`src/cmop_map.vh`:
```
`ifndef CMOP_MAP_VH
`define CMOP_MAP_VH
// ***************************************************************
// operation locations, byte addresses
// ***************************************************************
`define CMOP_ICACHE_INVAL_ALL_OP          32'he000ef50
`define CMOP_RESERVED_WORD_A              32'he000ef54
`define CMOP_ICACHE_INVAL_ADDR_OP         32'he000ef58
`define CMOP_DCACHE_INVAL_ADDR_OP         32'he000ef5c
`define CMOP_DCACHE_INVAL_SETWAY_OP       32'he000ef60
`define CMOP_DCACHE_CLEAN_ADDR_UNIFY_OP   32'he000ef64
`define CMOP_DCACHE_CLEAN_ADDR_COHERENT_OP 32'he000ef68
`define CMOP_DCACHE_CLEAN_SETWAY_OP       32'he000ef6c
`define CMOP_DCACHE_CLEAN_INVAL_ADDR_OP   32'he000ef70
`define CMOP_DCACHE_CLEAN_INVAL_SETWAY_OP 32'he000ef74
`define CMOP_PREDICTOR_FLUSH_OP           32'he000ef78
`define CMOP_RESERVED_WORD_B              32'he000ef7c
`define CMOP_RESERVED_WORD_C              32'he000ef80
// ***************************************************************
// decoded operation codes
// ***************************************************************
`define CMOP_OP_W                4
`define CMOP_OP_NONE             4'h0
`define CMOP_OP_ICACHE_INVAL_ALL 4'h1
`define CMOP_OP_ICACHE_INVAL_VA  4'h2
`define CMOP_OP_DC_INVAL_VA      4'h3
`define CMOP_OP_DC_INVAL_SW      4'h4
`define CMOP_OP_DC_CLEAN_VA_POU  4'h5
`define CMOP_OP_DC_CLEAN_VA_POC  4'h6
`define CMOP_OP_DC_CLEAN_SW      4'h7
`define CMOP_OP_DC_CLINV_VA      4'h8
`define CMOP_OP_DC_CLINV_SW      4'h9
`define CMOP_OP_PREDICTOR_FLUSH  4'ha
// ***************************************************************
// set/way field layout
// ***************************************************************
`define CMOP_LEVEL_MSB     3
`define CMOP_LEVEL_LSB     1
`define CMOP_LEVEL_W       3
`define CMOP_L1_LINE_LOG2  5
`define CMOP_L1_SETS_LOG2  7
`define CMOP_L1_WAYS_LOG2  2
`define CMOP_L2_LINE_LOG2  4
`define CMOP_L2_SETS_LOG2  9
`define CMOP_L2_WAYS_LOG2  0
`define CMOP_IDX_W         12
`define CMOP_WAY_W         4
`endif

```
`src/cmop_port.v`:
```
`timescale 1ns/100ps
`include "cmop_map.vh"
module cmop_port
  (
   // clock and reset
   input  wire                      i_mclk,
   input  wire                      i_arst_n,
   // store path from the core
   input  wire                      i_req,
   input  wire                      i_write,
   input  wire [31:0]               i_addr,
   input  wire [31:0]               i_wdata,
   input  wire [3:0]                i_byte_en,
   input  wire                      i_priv,
   output wire                      o_ready,
   output reg                       o_resp_valid,
   output reg                       o_resp_err,
   output reg  [31:0]               o_rdata,
   // cache and predictor command
   output reg                       o_op_valid,
   input  wire                      i_op_ready,
   output reg  [`CMOP_OP_W-1:0]     o_op_code,
   output reg  [31:0]               o_op_addr,
   output reg  [`CMOP_LEVEL_W-1:0]  o_op_level,
   output reg  [`CMOP_IDX_W-1:0]    o_op_set,
   output reg  [`CMOP_WAY_W-1:0]    o_op_way,
   output reg                       o_op_clean,
   output reg                       o_op_inval,
   output reg                       o_op_to_coherency,
   output reg                       o_op_icache_only
   );
   // ***************************************************************
   // reset release
   // ***************************************************************
   reg  [1:0] rst_sync_q;
   wire       rst_n;
   always @(posedge i_mclk or negedge i_arst_n)
   begin
      if (!i_arst_n)
         rst_sync_q <= 2'h0;
      else
         rst_sync_q <= {rst_sync_q[0], 1'b1};
   end
   assign rst_n = rst_sync_q[1];
   // ***************************************************************
   // state
   // ***************************************************************
   localparam [1:0] ST_IDLE = 2'b01;
   localparam [1:0] ST_BUSY = 2'b10;
   reg  [1:0] state_q;
   reg  [1:0] state_d;
   // ***************************************************************
   // address decode
   // ***************************************************************
   reg  [`CMOP_OP_W-1:0] dec_op;
   reg                   dec_hit;
   always @*
   begin
      dec_op  = `CMOP_OP_NONE;
      dec_hit = 1'b1;
      case (i_addr)
         `CMOP_ICACHE_INVAL_ALL_OP:           dec_op = `CMOP_OP_ICACHE_INVAL_ALL;
         `CMOP_ICACHE_INVAL_ADDR_OP:          dec_op = `CMOP_OP_ICACHE_INVAL_VA;
         `CMOP_DCACHE_INVAL_ADDR_OP:          dec_op = `CMOP_OP_DC_INVAL_VA;
         `CMOP_DCACHE_INVAL_SETWAY_OP:        dec_op = `CMOP_OP_DC_INVAL_SW;
         `CMOP_DCACHE_CLEAN_ADDR_UNIFY_OP:    dec_op = `CMOP_OP_DC_CLEAN_VA_POU;
         `CMOP_DCACHE_CLEAN_ADDR_COHERENT_OP: dec_op = `CMOP_OP_DC_CLEAN_VA_POC;
         `CMOP_DCACHE_CLEAN_SETWAY_OP:        dec_op = `CMOP_OP_DC_CLEAN_SW;
         `CMOP_DCACHE_CLEAN_INVAL_ADDR_OP:    dec_op = `CMOP_OP_DC_CLINV_VA;
         `CMOP_DCACHE_CLEAN_INVAL_SETWAY_OP:  dec_op = `CMOP_OP_DC_CLINV_SW;
         `CMOP_PREDICTOR_FLUSH_OP:            dec_op = `CMOP_OP_PREDICTOR_FLUSH;
         `CMOP_RESERVED_WORD_A,
         `CMOP_RESERVED_WORD_B,
         `CMOP_RESERVED_WORD_C:               dec_op = `CMOP_OP_NONE;
         default:                             dec_hit = 1'b0;
      endcase
   end
   // ***************************************************************
   // operand split
   // ***************************************************************
   wire [`CMOP_LEVEL_W-1:0] sw_level;
   wire [`CMOP_IDX_W-1:0]   sw_set;
   wire [`CMOP_WAY_W-1:0]   sw_way;
   wire                     sw_sbz_err;
   cmop_setway_decode u_sw
     (
      .i_word    (i_wdata),
      .o_level   (sw_level),
      .o_set     (sw_set),
      .o_way     (sw_way),
      .o_sbz_err (sw_sbz_err)
      );
   // ***************************************************************
   // acceptance
   // ***************************************************************
   // a store is held off only while a previous operation waits for the arrays
   assign o_ready = (state_q == ST_IDLE);
   wire take      = i_req & o_ready;
   wire full_word = (i_byte_en == 4'hf);
   wire is_sw     = (dec_op == `CMOP_OP_DC_INVAL_SW) | (dec_op == `CMOP_OP_DC_CLEAN_SW) |
                    (dec_op == `CMOP_OP_DC_CLINV_SW);
   // out-of-geometry set/way values at level two (upper bits set) or above are simply dropped, stray level-one bits are ignored; behaviour there is open anyway
   wire launch    = take & i_write & full_word & i_priv & dec_hit &
                    (dec_op != `CMOP_OP_NONE) & ~(is_sw & sw_sbz_err);
   wire bad       = take & (~dec_hit | ~i_priv | (i_write & ~full_word));
   always @*
   begin
      state_d = state_q;
      case (state_q)
         ST_IDLE:
         begin
            if (launch)
               state_d = ST_BUSY;
         end
         ST_BUSY:
         begin
            if (i_op_ready)
               state_d = ST_IDLE;
         end
         default:
         begin
            state_d = ST_IDLE;
         end
      endcase
   end
   // ***************************************************************
   // command register
   // ***************************************************************
   always @(posedge i_mclk or negedge rst_n)
   begin
      if (!rst_n)
      begin
         state_q           <= ST_IDLE;
         o_resp_valid      <= 1'b0;
         o_resp_err        <= 1'b0;
         o_rdata           <= 32'h00000000;
         o_op_valid        <= 1'b0;
         o_op_code         <= `CMOP_OP_NONE;
         o_op_addr         <= 32'h00000000;
         o_op_level        <= 3'h0;
         o_op_set          <= 12'h000;
         o_op_way          <= 4'h0;
         o_op_clean        <= 1'b0;
         o_op_inval        <= 1'b0;
         o_op_to_coherency <= 1'b0;
         o_op_icache_only  <= 1'b0;
      end
      else
      begin
         state_q      <= state_d;
         o_resp_valid <= take;
         o_resp_err   <= bad;
         o_rdata      <= 32'h00000000;
         if (o_op_valid & i_op_ready)
            o_op_valid <= 1'b0;
         if (launch)
         begin
            o_op_valid <= 1'b1;
            o_op_code  <= dec_op;
            // whole word kept, no alignment imposed
            o_op_addr  <= i_wdata;
            o_op_level <= is_sw ? sw_level : 3'h0;
            o_op_set   <= is_sw ? sw_set : 12'h000;
            o_op_way   <= is_sw ? sw_way : 4'h0;
            case (dec_op)
               `CMOP_OP_ICACHE_INVAL_ALL, `CMOP_OP_PREDICTOR_FLUSH:
               begin
                  o_op_addr         <= 32'h00000000;
                  o_op_clean        <= 1'b0;
                  o_op_inval        <= 1'b1;
                  o_op_to_coherency <= 1'b0;
                  o_op_icache_only  <= (dec_op == `CMOP_OP_ICACHE_INVAL_ALL);
               end
               `CMOP_OP_ICACHE_INVAL_VA:
               begin
                  o_op_clean        <= 1'b0;
                  o_op_inval        <= 1'b1;
                  o_op_to_coherency <= 1'b0;
                  o_op_icache_only  <= 1'b1;
               end
               `CMOP_OP_DC_INVAL_VA, `CMOP_OP_DC_INVAL_SW:
               begin
                  o_op_clean        <= 1'b0;
                  o_op_inval        <= 1'b1;
                  o_op_to_coherency <= 1'b1;
                  o_op_icache_only  <= 1'b0;
               end
               `CMOP_OP_DC_CLEAN_VA_POU:
               begin
                  o_op_clean        <= 1'b1;
                  o_op_inval        <= 1'b0;
                  o_op_to_coherency <= 1'b0;
                  o_op_icache_only  <= 1'b0;
               end
               `CMOP_OP_DC_CLEAN_VA_POC, `CMOP_OP_DC_CLEAN_SW:
               begin
                  o_op_clean        <= 1'b1;
                  o_op_inval        <= 1'b0;
                  o_op_to_coherency <= 1'b1;
                  o_op_icache_only  <= 1'b0;
               end
               default:
               begin
                  o_op_clean        <= 1'b1;
                  o_op_inval        <= 1'b1;
                  o_op_to_coherency <= 1'b1;
                  o_op_icache_only  <= 1'b0;
               end
            endcase
         end
      end
   end
endmodule

```
`src/cmop_setway_decode.v`:
```
`timescale 1ns/100ps
`include "cmop_map.vh"
module cmop_setway_decode
  (
   // operand
   input  wire [31:0]                i_word,
   // decoded fields
   output wire [`CMOP_LEVEL_W-1:0]   o_level,
   output reg  [`CMOP_IDX_W-1:0]     o_set,
   output reg  [`CMOP_WAY_W-1:0]     o_way,
   output reg                        o_sbz_err
   );
   // ***************************************************************
   // field split per level
   // ***************************************************************
   assign o_level = i_word[`CMOP_LEVEL_MSB:`CMOP_LEVEL_LSB];
   always @*
   begin
      o_set     = {`CMOP_IDX_W{1'b0}};
      o_way     = {`CMOP_WAY_W{1'b0}};
      o_sbz_err = 1'b0;
      case (o_level)
         3'h0:
         begin
            // set starts at bit L, way in the top A bits
            o_set = {5'h00, i_word[`CMOP_L1_LINE_LOG2+`CMOP_L1_SETS_LOG2-1:
                                   `CMOP_L1_LINE_LOG2]};
            o_way = {2'h0, i_word[31:32-`CMOP_L1_WAYS_LOG2]};
         end
         3'h1:
         begin
            // line length 16: set sits right above level, no gap
            o_set = {3'h0, i_word[`CMOP_L2_LINE_LOG2+`CMOP_L2_SETS_LOG2-1:
                                  `CMOP_L2_LINE_LOG2]};
            // direct mapped: no way field, upper bits must be zero
            o_sbz_err = |i_word[31:`CMOP_L2_LINE_LOG2+`CMOP_L2_SETS_LOG2];
         end
         default:
         begin
            o_sbz_err = 1'b1;
         end
      endcase
   end
endmodule

```
`config.mk`:
```
export PLATFORM = sky130hd
export DESIGN_NAME = cmop_port
export DESIGN_NICKNAME = d
export VERILOG_FILES = /design/src/cmop_port.v /design/src/cmop_setway_decode.v
export VERILOG_INCLUDE_DIRS = /design/src /design/src/src
export SDC_FILE = /design/constraint.sdc
export NUM_CORES = 1
export LEC_CHECK = 0
export ABC_AREA = 1
export CORE_ASPECT_RATIO = 1.1
export CORE_MARGIN = 5
export CORE_UTILIZATION = 30
export CTS_CLUSTER_SIZE = 28
export DETAILED_ROUTE_END_ITERATION = 16
export DONT_BUFFER_PORTS = 1
export HOLD_SLACK_MARGIN = 0.15
export PLACE_DENSITY = 0.42
export SETUP_SLACK_MARGIN = 0.4
export SYNTH_ARGS = -nofsm -noshare
export SYNTH_HDL_FRONTEND = slang
export SYNTH_SLANG_ARGS = --single-unit
```
`constraint.sdc`:
```
create_clock -name i_mclk -period 2.1 [get_ports i_mclk]
set_input_delay 0.21 -clock i_mclk [delete_from_list [all_inputs] [get_ports i_mclk]]
set_output_delay 0.21 -clock i_mclk [all_outputs]
set_load 0.02 [all_outputs]
```
### Word-level counts from Yosys, hierarchy flattened

Cells that the tools add are included.

* equal/unequal tests: 28
* muxes and demuxes: 18
* bitwise gates (word level): 19
* reduce and logical (&&, ||, !) cells: 10

Operators by type and width (number)
* == test 32 bit (second input constant): 13
* case mux 4 bit (10 select lines): 1
* 2-to-1 mux 32 bit: 1
* OR reduction 19 bit: 1
* case mux 9 bit (2 select lines): 1
* == test 4 x 3 -> 1 bit (second input constant): 4
* OR reduction 13 bit: 1
* == test 4 bit (second input constant): 3
* 2-to-1 mux 12 bit: 1
* AND 1 bit: 11
* == test 4 x 2 -> 1 bit (second input constant): 2
* 2-to-1 mux 1 bit: 6
* 2-to-1 mux 2 bit: 3
* OR reduction 5 bit: 1
* == test 4 x 1 -> 1 bit (second input constant): 1
* 2-to-1 mux 4 bit: 1
* inverter 1 bit: 4
* bitwise OR 1 bit: 4
* case mux 1 bit (2 select lines): 2
* case mux 2 bit (2 select lines): 1
* nonzero test 4 bit: 1
* OR reduction 4 bit: 1
* == test 3 x 1 -> 1 bit (second input constant): 1
* zero test 3 bit: 1
* 9 further kinds: 9

* register bits: 66
* bits of input ports: 74
* output and inout bits: 95
* logic and storage cells: 89

### Depth between registers and ports, before layout

Gate-level depths: netlist of the first run.

* word-level depth: 10
* gate-level depth with buffers: 17

### Modules after synthesis

From an unflattened synthesis of the first run, not the netlist that was laid out.

* cells, all modules: 630
* area total of the unflattened synthesis: 4260.3 µm²

Modules (own cells, without submodules)
* cmop_port: times used 1, cells each 574, area an instance 3973.8 µm², seq. area each 1652.8 µm²
* cmop_setway_decode: times used 1, cells each 56, area an instance 286.5 µm², seq. area each 0.0 µm²

### Worst setup path before layout of the first run

Ideal clock, no wire load.

* kind: register -> register
* start point: register state_q[0]
* end point: register o_op_code[0]
* library setup time: 119 ps
* arrival: 1750 ps
* path slack: 231 ps
* stages on the path, launching flop included: 12
* buffers on the path: 2
* period minus slack after synthesis: 1869 ps
* path through: dfstp_2 -> inv_1 -> nor2_1 -> nand2_1 -> nor2_1 -> nand3_1 -> inv_1 -> nand4_2 -> buf_6 -> buf_6 -> nand2_1 -> nand2_1

* cells in the longest elaborated chain, start to end: 8

RTL lines
* start, declared: RTL line cmop_port.v:50 `reg [1:0] state_q;`
* start signal, assigned: RTL line cmop_port.v:150 `state_q <= state_d;`
* == test 2 x 1 -> 1 bit: RTL line cmop_port.v:97 `assign o_ready = (state_q == ST_IDLE);`
* named net o_ready: RTL line cmop_port.v:15 `output wire o_ready,`
* AND 1 bit: RTL line cmop_port.v:98 `wire take = i_req & o_ready;`
* AND 1 bit (6 in a row): RTL line cmop_port.v:103 `wire launch = take & i_write & full_word & i_priv & dec_hit &`
* end signal, assigned: RTL line cmop_port.v:138 `` o_op_code <= `CMOP_OP_NONE; ``
* end signal, assigned: RTL line cmop_port.v:159 `o_op_code <= dec_op;`
* end, declared: RTL line cmop_port.v:22 `` output reg [`CMOP_OP_W-1:0] o_op_code, ``

The timed path passes the listed nets, and every way through them passes these cells.
A chain may end at the register's enable or synchronous reset.

### Final worst setup path of the first run

* start point: input i_wdata[30]
* end point: register o_op_addr[9]

* cells in the longest elaborated chain, start to end: 5

RTL lines
* start, declared: RTL line cmop_port.v:12 `input wire [31:0] i_wdata,`
* OR reduction 19 bit: RTL line cmop_setway_decode.v:36 `` o_sbz_err = |i_word[31:`CMOP_L2_LINE_LOG2+`CMOP_L2_SETS_LOG2]; ``
* case mux 1 bit (2 select lines): RTL line cmop_setway_decode.v:22 `case (o_level)`
* AND 1 bit: RTL line cmop_port.v:104 `` (dec_op != `CMOP_OP_NONE) & ~(is_sw & sw_sbz_err); ``
* inverter 1 bit: RTL line cmop_port.v:104
* AND 1 bit: RTL line cmop_port.v:103
* end signal, assigned: RTL line cmop_port.v:161 `o_op_addr <= i_wdata;`
* end, declared: RTL line cmop_port.v:23 `output reg [31:0] o_op_addr,`

No other way between the ends.

==> results.json, run 1 <==
{
  "ys_top_cells_by_area": "dfrtp_1 39%, nand2_1 18%, nand4_1 10%",
  "die_w_microns": 118,
  "status": "finished clean",
  "vias_per_cell": 4.74,
  "rr_startpoint": "state_q[0]",
  "ir_drop_mv": 0.383,
  "power.switching_mw": 0.656,
  "final_cell_area_sq_um": 4800,
  "htreeDepth": 3,
  "hold_viol_final": 0,
  "holdCritPathClass": "input port to flop",
  "holdPathEnd": "o_op_addr[23]",
  "powerDensity_nw_per_um2": 601,
  "grt_use_total_pct": 14.7,
  "cts_buffers": 9,
  "initial_core_util_pct": 30.7,
  "setup_tns_ns": 0,
  "cp-end-kind": "flop",
  "min_from": "i_wdata[23]",
  "grt_max_degree": 41,
  "drt_first_pass_iters": 4,
  "finClkSkew_ns": 0.00614,
  "start_kind": "input port",
  "drv_cap": 0,
  "synth_cell_types": 25,
  "yosys_warnings": 0,
  "ys_ff_latch": 61,
  "grt_overflow_total": 0,
  "yosys.area.top_type": "dfrtp_1",
  "syn-cell-area_sq_um": 3880,
  "place_area_sq_um": 3970,
  "finalCritPeriodShare_pct": 80.9,
  "nets": 676,
  "whs_path_depth": 4,
  "cts_tree": "yes",
  "reg2reg_depth": 11,
  "worstMarginPinSlew_ns": 0.727,
  "grt_pass1_wl_mm": 18.0,
  "drv_slew": 0,
  "total_leakage_power_nw": 2.71,
  "finalHoldWorstSlack_ns": 0.155,
  "clkLatencyLatePin_ns": 0.33,
  "finalSetupViolations": 0,
  "reg2reg_to": "o_op_addr[9]",
  "routedWlPerCell_microns": 16.2,
  "area_delta_synth_final_pct": 23.7,
  "core_sq_um": 12600,
  "antenna_found_initial": 0,
  "drtIter0Drc": 174,
  "clock_path_buffers": 2,
  "wirelength_mm": 12.4,
  "ant_nets": 0,
  "clk_pin_slew_worst_paths_ns": 0.05,
  "synth_cells": 570,
  "required_ns": 2.31,
  "drive_gt1_share_pct": 15.0,
  "drc": 0,
  "grt_pass1_vias": 3455,
  "avgSynthCellArea_sq_um": 6.81,
  "critPathMaxFanout": 10,
  "die-area_sq_um": 15300,
  "seq_area_frac_synth_pct": 39.3,
  "slew_headroom_pct": 51.6,
  "port_buffers": 0,
  "fmax_mhz": 588,
  "rrSetupSlack_ns": 0.40,
  "p_clk_share_pct": 51.4,
  "synth_top_area_share_pct": 38.7,
  "cts-root-buf": "clkbuf_16",
  "seqPwrFrac_pct": 41.4,
  "rsz0062_at_grt": "true",
  "ios": 169,
  "core.rowCount": 43,
  "crit_type": "input port to flop",
  "gp_congestion": 0.820,
  "dp_slack_ns": 0.124,
  "pwr-share-comb_pct": 7.1,
  "final_cell_mix": "156 x nand2_1, 74 x nor2_1, 71 x inv_1, 62 x nand4_1, 59 x dfrtp_1",
  "setup_ws_ns": 0.401,
  "p_int_mw": 2.23,
  "cts_sinks": 61,
  "dp_hpwl_mm": 8.50,
  "die_h_microns": 129,
  "period_needed_ns": 1.70,
  "swShare_pct": 22.7,
  "final_common_cell": "nand2_1",
  "cp.arrival_ns": 1.91,
  "diodes": 0,
  "num_vias": 3620
}
layer usage:
metal / routed length [microns] / vias to the layer above / global-route usage (%)
li1: - / 1780 / -
met1: 5000 / 1675 / 17.7
met2: 6120 / 149 / 24.4
met3: 1030 / 16 / 5.11
met4: 237 / 0 / 5.34
met5: 0 / - / 0
metrics by stage:
stage / util (%) / cells / power [mW]
floorplan: - / 606 / 1.40
global placement: 31.4 / 714 / 1.38
detailed placement: 31.4 / 714 / 1.38
CTS: 35.6 / 753 / 2.93
global route: 38.0 / 764 / 3.03
finish: 38.0 / 764 / 2.89
timing repair:
| action | 4_1_cts | 5_1_grt |
|---|---|---|
| gates cloned | 0 | 7 |
| hold endpoints to repair | 26 | 0 |
| resized for setup | 1 | 45 |
| pin swaps | 0 | 19 |
| buffers inserted | 0 | 4 |
| hold buffers | 23 | 0 |
| setup endpoints to repair | 54 | 57 |
sequential cells by signal, indices dropped and copies added, names as in the netlist, 2 cells and up:
signal / cells
o_op_level: 3
o_op_addr: 32
o_op_code: 4
o_op_way: 2
o_op_set: 9
state_q: 2
rst_sync_q: 2
worst max-delay path, stage by stage:
cell and delay, ns:
dlygate4sd3_1 0.57, inv_1 0.09, nand4_1 0.12, nor2_1 0.10, nand4_1 0.11, nand3_2 0.15, nand4_4 0.12, buf_12 0.17
clkbuf_16 0.17, nand2_1 0.06, nand2_1 0.05
how the worst max path moves through the flow:
stage | depth (start not counted) | from | slack, ns | end
6_report | 11 | i_wdata[30] | 0.40 | o_op_addr[9]
5_1_grt | 15 | i_addr[23] | 0.31 | o_op_addr[17]
4_1_cts | 10 | state_q[0] | 0.38 | o_op_code[0]
3_5_place_dp | 15 | i_addr[28] | 0.12 | o_op_addr[27]
3_3_place_gp | 14 | i_addr[12] | 0.14 | o_op_addr[31]
2_1_floorplan | 15 | i_addr[12] | 0.41 | o_op_code[0]
cells in the mapped netlist (all sizes together):
library cell,n
nor3,1
buf,60
nand3,13
o22ai,7
nand3b,1
inv,82
dfrtp,60
o21ai,8
nand2,183
clkbuf,4
and3,1
nor4,1
conb,2
dfstp,1
o211ai,1
nand4,63
nor2,82
area by class of cell:
class,instances,area [sq um]
tap,157,196
clock inverter,1,30.0
fill,1355,7840
sequential,61,1530
multi-input combinational,400,1890
inverter,82,308
timing repair buffer,48,587
clock buffer,15,268
power by group through the flow:
stage	registers [mW]	logic, mW	clock network (mW)
floorplan	1.22	0.181	0
global placement	1.22	0.162	0
detailed placement	1.22	0.163	0
CTS	1.20	0.202	1.53
global route	1.20	0.229	1.60
finish	1.20	0.206	1.49
cell families after synthesis:
family	count (synthesis)	synth area share, %
AND/OR/NAND/NOR	345	39.0
buffers and inverters	146	19.1
flip-flops	61	39.3
AO/OA/AOI/OAI	16	2.35
other	2	0.193
No activity file was read; power rests on OpenSTA's default activity.
==> run 2: changes to the inputs <==
Settings changed: ABC_AREA 1 to 0.
Clock period 2.1 ns to 1.7 ns, I/O delays scaled along.
==> run 2 against run 1 <==
Compared with the run above:
- the flow now finishes with violations (setup timing)
- total power up 17%
- cell area down 11%
- clock power is 9% higher
- clock skew is 0.00083 ns lower
- critical path depth fell by 5
- first-iteration DRC count fell by 33%
- largest cell class unchanged
==> results.json, run 2 <==
{
  "port_buffers": 0,
  "wirelength_mm": 9.09,
  "status": "finished with violations",
  "finalCritPeriodShare_pct": 103,
  "powerDensity_nw_per_um2": 791,
  "dp_hpwl_mm": 6.66,
  "clk_pin_slew_worst_paths_ns": 0.05,
  "ir_drop_mv": 0.405,
  "crit_type": "flop to flop",
  "holdPathEnd": "o_op_set[0]",
  "whs_path_depth": 3,
  "ios": 169,
  "drt_first_pass_iters": 4,
  "required_ns": 1.90,
  "cts_tree": "yes",
  "avgSynthCellArea_sq_um": 10.3,
  "swShare_pct": 23.2,
  "grt_pass1_wl_mm": 14.0,
  "dp_cells": 487,
  "yosys.area.top_type": "dfrtp_1",
  "synth_top_area_share_pct": 43.8,
  "dp_slack_ns": -0.271,
  "antenna_found_initial": 0,
  "initial_core_util_pct": 30.2,
  "die_w_microns": 112,
  "core.rowCount": 41,
  "grt_use_total_pct": 13.2,
  "synth_most_common_cell": "dfrtp_1",
  "seqPwrFrac_pct": 43.3,
  "reg2reg_to": "o_op_way[0]",
  "cts-root-buf": "clkbuf_16",
  "synth_cells": 334,
  "cp-end-kind": "flop",
  "p_int_mw": 2.60,
  "gp_congestion": 0.727,
  "final_common_cell": "dfrtp_1",
  "setup_ws_ns": -0.0537,
  "htreeDepth": 3,
  "num_vias": 2415,
  "finalHoldWorstSlack_ns": 0.158,
  "area_delta_synth_final_pct": 24.8,
  "period_needed_ns": 1.75,
  "drc": 0,
  "die-area_sq_um": 13700,
  "grt_overflow_total": 0,
  "cp.arrival_ns": 1.96,
  "cts_buffers": 9,
  "clkLatencyLatePin_ns": 0.32,
  "reg2reg_depth": 6,
  "core_sq_um": 11300,
  "routedWlPerCell_microns": 16.7,
  "grt_pass1_vias": 2549,
  "ys_top_cells_by_area": "dfrtp_1 44%, mux2i_1 11%, buf_4 8.5%",
  "fmax_mhz": 570,
  "min_from": "i_wdata[5]",
  "critPathMaxFanout": 6,
  "fin_cells": 543,
  "syn-cell-area_sq_um": 3430,
  "drv_cap": 0,
  "holdCritPathClass": "input port to flop",
  "start_kind": "flop",
  "worstSetupStartpoint": "state_q[0]",
  "rrSetupSlack_ns": -0.05,
  "largest_reg_flops": 32,
  "pwr-share-comb_pct": 8.5,
  "rr_startpoint": "state_q[0]",
  "ys_ff_latch": 61,
  "rsz0062_at_grt": "true",
  "nets": 462,
  "yosys_warnings": 0,
  "synth_common_cells": "60 x dfrtp_1, 39 x buf_4, 38 x inv_1, 38 x mux2i_1, 37 x nand2_1",
  "async_flop_share_pct": 100,
  "seq_area_frac_synth_pct": 44.6,
  "violations": "setup timing",
  "grt_max_degree": 38,
  "finalSetupViolations": 42,
  "clock_path_buffers": 2,
  "postSynth.topFlopCell": "dfrtp_1",
  "final_cell_mix": "59 x dfrtp_1, 38 x inv_1, 38 x mux2i_1, 38 x conb_1, 37 x nand2_1",
  "vias_per_cell": 4.45,
  "drv_slew": 0,
  "drive_gt1_share_pct": 19.3,
  "total_leakage_power_nw": 2.34,
  "largestRegisters": "o_op_addr x32, o_op_set x9, o_op_code x4",
  "p_clk_share_pct": 48.2,
  "finClkSkew_ns": 0.00530,
  "regMostFlops": "o_op_addr",
  "die_h_microns": 122,
  "diodes": 0,
  "cts_sinks": 61,
  "synth_edf_count": 0,
  "power.switching_mw": 0.784,
  "ant_nets": 0,
  "hold_viol_final": 0,
  "synth_cell_types": 52,
  "drtIter0Drc": 117
}
run 2: cell count changes in the layout (fill, tap and decap cells not counted), moves of 5 or more:
cell / delta
dlygate4sd3_1: +13
mux2i_1: +38
mux2_2: +16
nor2_2: -6
nand3_1: -9
nor2_1: -58
mux2_4: +5
nand2_2: -21
inv_2: -11
o22ai_1: -7
nand2_1: -119
nand4_1: -56
nand2_4: -6
inv_1: -33
run 2: what timing repair did:
item | CTS | global route
cloned | 1 | 0
pin swaps | 0 | 1
endpoints found under the hold margin | 43 | 0
hold buffers | 36 | 0
buffers inserted | 2 | 1
gates resized for setup | 13 | 4
endpoints found under the setup margin | 58 | 58
run 2: area by class of cell:
class / instances / area (sq um)
Clock buffer: 14 / 254
Inverter: 38 / 143
Timing Repair Buffer: 59 / 598
Sequential cell: 61 / 1530
Multi-Input combinational cell: 219 / 1560
Tap cell: 150 / 188
Clock inverter: 2 / 10.0
Fill cell: 1160 / 7060
run 2: cells by family after synthesis:
family / after synthesis / synth area share, %
xor gates and xnor gates: 3 / 0.986
DFF: 61 / 44.6
adders and majority gates: 1 / 0.292
muxes: 59 / 18.4
AOI/OAI and AO/OA: 17 / 4.02
other: 2 / 0.219
and+or+nand+nor: 101 / 15.7
buffers and inverters: 90 / 15.8
run 2: worst max-delay path by stage:
stage | to | slack, ns | cells past startpoint
2_1_floorplan | o_op_clean | 0.02 | 7
3_3_place_gp | o_op_inval | -0.31 | 7
3_5_place_dp | o_op_icache_only | -0.27 | 7
4_1_cts | o_op_way[0] | -0.03 | 6
5_1_grt | o_op_way[0] | -0.11 | 6
6_report | o_op_way[0] | -0.05 | 6
run 2: through the flow:
step                      power [mW]  instance area (sq um)  utilization (%)  TNS (ns)
after floorplan                 1.75                   3590                -         0
after global placement          1.70                   3560             31.4    -13.85
after detailed placement        1.70                   3560             31.4    -11.59
after CTS                       3.44                   4260             37.5    -0.307
after global routing            3.55                   4280             37.7     -4.08
final                           3.38                   4280             37.7    -0.791
run 2: layer usage:
layer	vias to the layer above	wire, microns	GRT usage, %	part of all wire (%)
met1	1176	3460	15.4	38
met2	85	4740	21.8	52
met5	-	0	0	0
li1	1146	-	-	-
met3	8	807	5.91	8.9
met4	0	85	4.26	0.93
run 2: power groups by stage:
stage / Sequential, mW / Clock [mW] / Combinational [mW]
finish: 1.46 / 1.63 / 0.288
global placement: 1.49 / 0 / 0.206
detailed placement: 1.49 / 0 / 0.206
CTS: 1.46 / 1.69 / 0.286
floorplan: 1.51 / 0 / 0.243
global route: 1.46 / 1.77 / 0.318
run 2: critical path, cell delays in order (launching register included):
cell and delay [ns]:
dfstp_2 0.52, and3b_2 0.22, nand3_2 0.09, nor3_2 0.20, nand3_2 0.14, buf_6 0.17
mux2_4 0.29
==> run 3: changes to the inputs <==
Settings changed: SKIP_CTS_REPAIR_TIMING set to 1, SLEW_MARGIN set to 20.
==> run 3 against run 2 <==
Compared with the run above:
- the flow still finishes with violations (setup timing)
- count of clock-buffer cells in the layout unchanged
- sequential power about the same
- worst setup slack got worse by 0.0099 ns
- cell area decreased by 0.70%
- total power decreased by 0.41%
- utilization decreased by 0.26 points
- die area unchanged
- critical path depth increased by 1
- register-to-register slack about the same
- clock power about the same
- critical endpoint is now o_op_to_coherency
- largest cell class unchanged
- largest power group unchanged
- highest routed layer unchanged
==> results.json, run 3 (same netlist as run 2, synthesis figures left out) <==
{
  "critPathBufInv": 2,
  "cts-root-buf": "clkbuf_16",
  "ios": 169,
  "num-fill-cells": 1155,
  "period_needed_ns": 1.76,
  "cts_buffers": 9,
  "port_buffers": 0,
  "slowest_delay_ns": 0.53,
  "cpLargestDelayFamily": "flip-flops",
  "clkLatencyLatePin_ns": 0.32,
  "swShare_pct": 23.0,
  "setup_ws_ns": -0.0636,
  "rsz0062_at_grt": "true",
  "ir_drop_mv": 0.405,
  "largestRegisters": "o_op_addr x32, o_op_set x9, o_op_code x4",
  "violations": "setup timing",
  "routedWlPerCell_microns": 16.5,
  "grt_pass1_wl_mm": 12.9,
  "clk_pin_slew_worst_paths_ns": 0.05,
  "drv_slew": 0,
  "die_h_microns": 122,
  "seqPwrFrac_pct": 43.5,
  "gp_congestion": 0.727,
  "die-area_sq_um": 13700,
  "core_sq_um": 11300,
  "crit_slowest_cell": "dfstp_2",
  "cts_sinks": 61,
  "drive_gt1_share_pct": 18.8,
  "critPathMaxFanout": 11,
  "crit_type": "flop to flop",
  "multi_input_area_sq_um": 1550,
  "holdCritPathClass": "input port to flop",
  "final_cell_mix": "59 x dfrtp_1, 38 x inv_1, 38 x mux2i_1, 38 x conb_1, 37 x nand2_1",
  "powerDensity_nw_per_um2": 793,
  "num_vias": 2396,
  "antenna_found_initial": 0,
  "grt_pass1_vias": 2333,
  "grt_overflow_total": 0,
  "hold_viol_final": 0,
  "regArea_sq_um": 1530,
  "area_delta_synth_final_pct": 24.0,
  "vias_per_cell": 4.45,
  "finalHoldWorstSlack_ns": 0.112,
  "grt_max_degree": 38,
  "core.rowCount": 41,
  "clock_path_buffers": 2,
  "p_int_mw": 2.59,
  "finalSetupViolations": 42,
  "fmax_mhz": 567,
  "drv_cap": 0,
  "regMostFlops": "o_op_addr",
  "cts_tree": "yes",
  "drc": 0,
  "final_common_cell": "dfrtp_1",
  "dp_cells": 487,
  "grt_use_total_pct": 12.3,
  "power.switching_mw": 0.775,
  "initial_core_util_pct": 30.2,
  "cp-end-kind": "flop",
  "cp.arrival_ns": 1.96,
  "diodes": 0,
  "setup_tns_ns": -1.33,
  "required_ns": 1.90,
  "wirelength_mm": 8.87,
  "drtIter0Drc": 111,
  "drt_first_pass_iters": 4,
  "dp_hpwl_mm": 6.66,
  "status": "finished with violations",
  "p_clk_share_pct": 48.3,
  "total_leakage_power_nw": 2.33,
  "pwr-share-comb_pct": 8.2,
  "nets": 458,
  "finClkSkew_ns": 0.00501,
  "ant_nets": 0,
  "die_w_microns": 112,
  "finalCritPeriodShare_pct": 104,
  "largest_reg_flops": 32,
  "htreeDepth": 3,
  "path_cells": "and3b_2 -> nand3_2 -> nor3_2 -> buf_4 -> nand3_4 -> buf_12 -> mux2_4",
  "start_kind": "flop",
  "fin_cells": 539
}
run 3: final cells by class:
type                            instances  area share, %
Multi-Input combinational cell        219           36.5
Sequential cell                        61           36.0
Timing Repair Buffer                   55           13.5
Clock buffer                           14           5.98
Tap cell                              150           4.42
Inverter                               38           3.36
Clock inverter                          2          0.236
run 3: power groups by stage:
stage                     clock, mW  combinational [mW]  sequential, mW
final                          1.63               0.276            1.46
after global routing           1.77               0.306            1.46
after CTS                      1.69               0.207            1.46
after detailed placement          0               0.206            1.49
after global placement            0               0.206            1.49
after floorplan                   0               0.243            1.51
run 3: stage by stage:
stage	setup WS, ns	instance area (sq um)	total power [mW]	util (%)
6_report	-0.0636	4250	3.37	37.5
5_1_grt	-0.127	4250	3.54	37.5
4_1_cts	-0.188	3820	3.36	33.7
3_5_place_dp	-0.271	3560	1.70	31.4
3_3_place_gp	-0.310	3560	1.70	31.4
2_1_floorplan	0.0205	3590	1.75	-
run 3: final timing paths:
check                                    from                 to  slack [ns]  cells after the start
worst max-delay path               state_q[0]  o_op_to_coherency       -0.06                      7
worst min-delay path                    i_req       o_resp_valid        0.11                      1
worst max register to register     state_q[0]  o_op_to_coherency       -0.06                      7
worst min register to register  rst_sync_q[1]      o_op_addr[13]        0.24                      1
max in group asynchronous            i_arst_n      rst_sync_q[1]        0.96                      2
min in group asynchronous       rst_sync_q[1]      o_op_addr[13]        0.24                      1
run 3: layer usage:
metal / global-route usage, % / vias to the layer above / share of wire (%)
met5: 0 / - / 0
met4: 4.11 / 0 / 0.98
met3: 6.26 / 9 / 9.3
met2: 20.1 / 84 / 53
met1: 14.0 / 1169 / 37
li1: - / 1134 / -
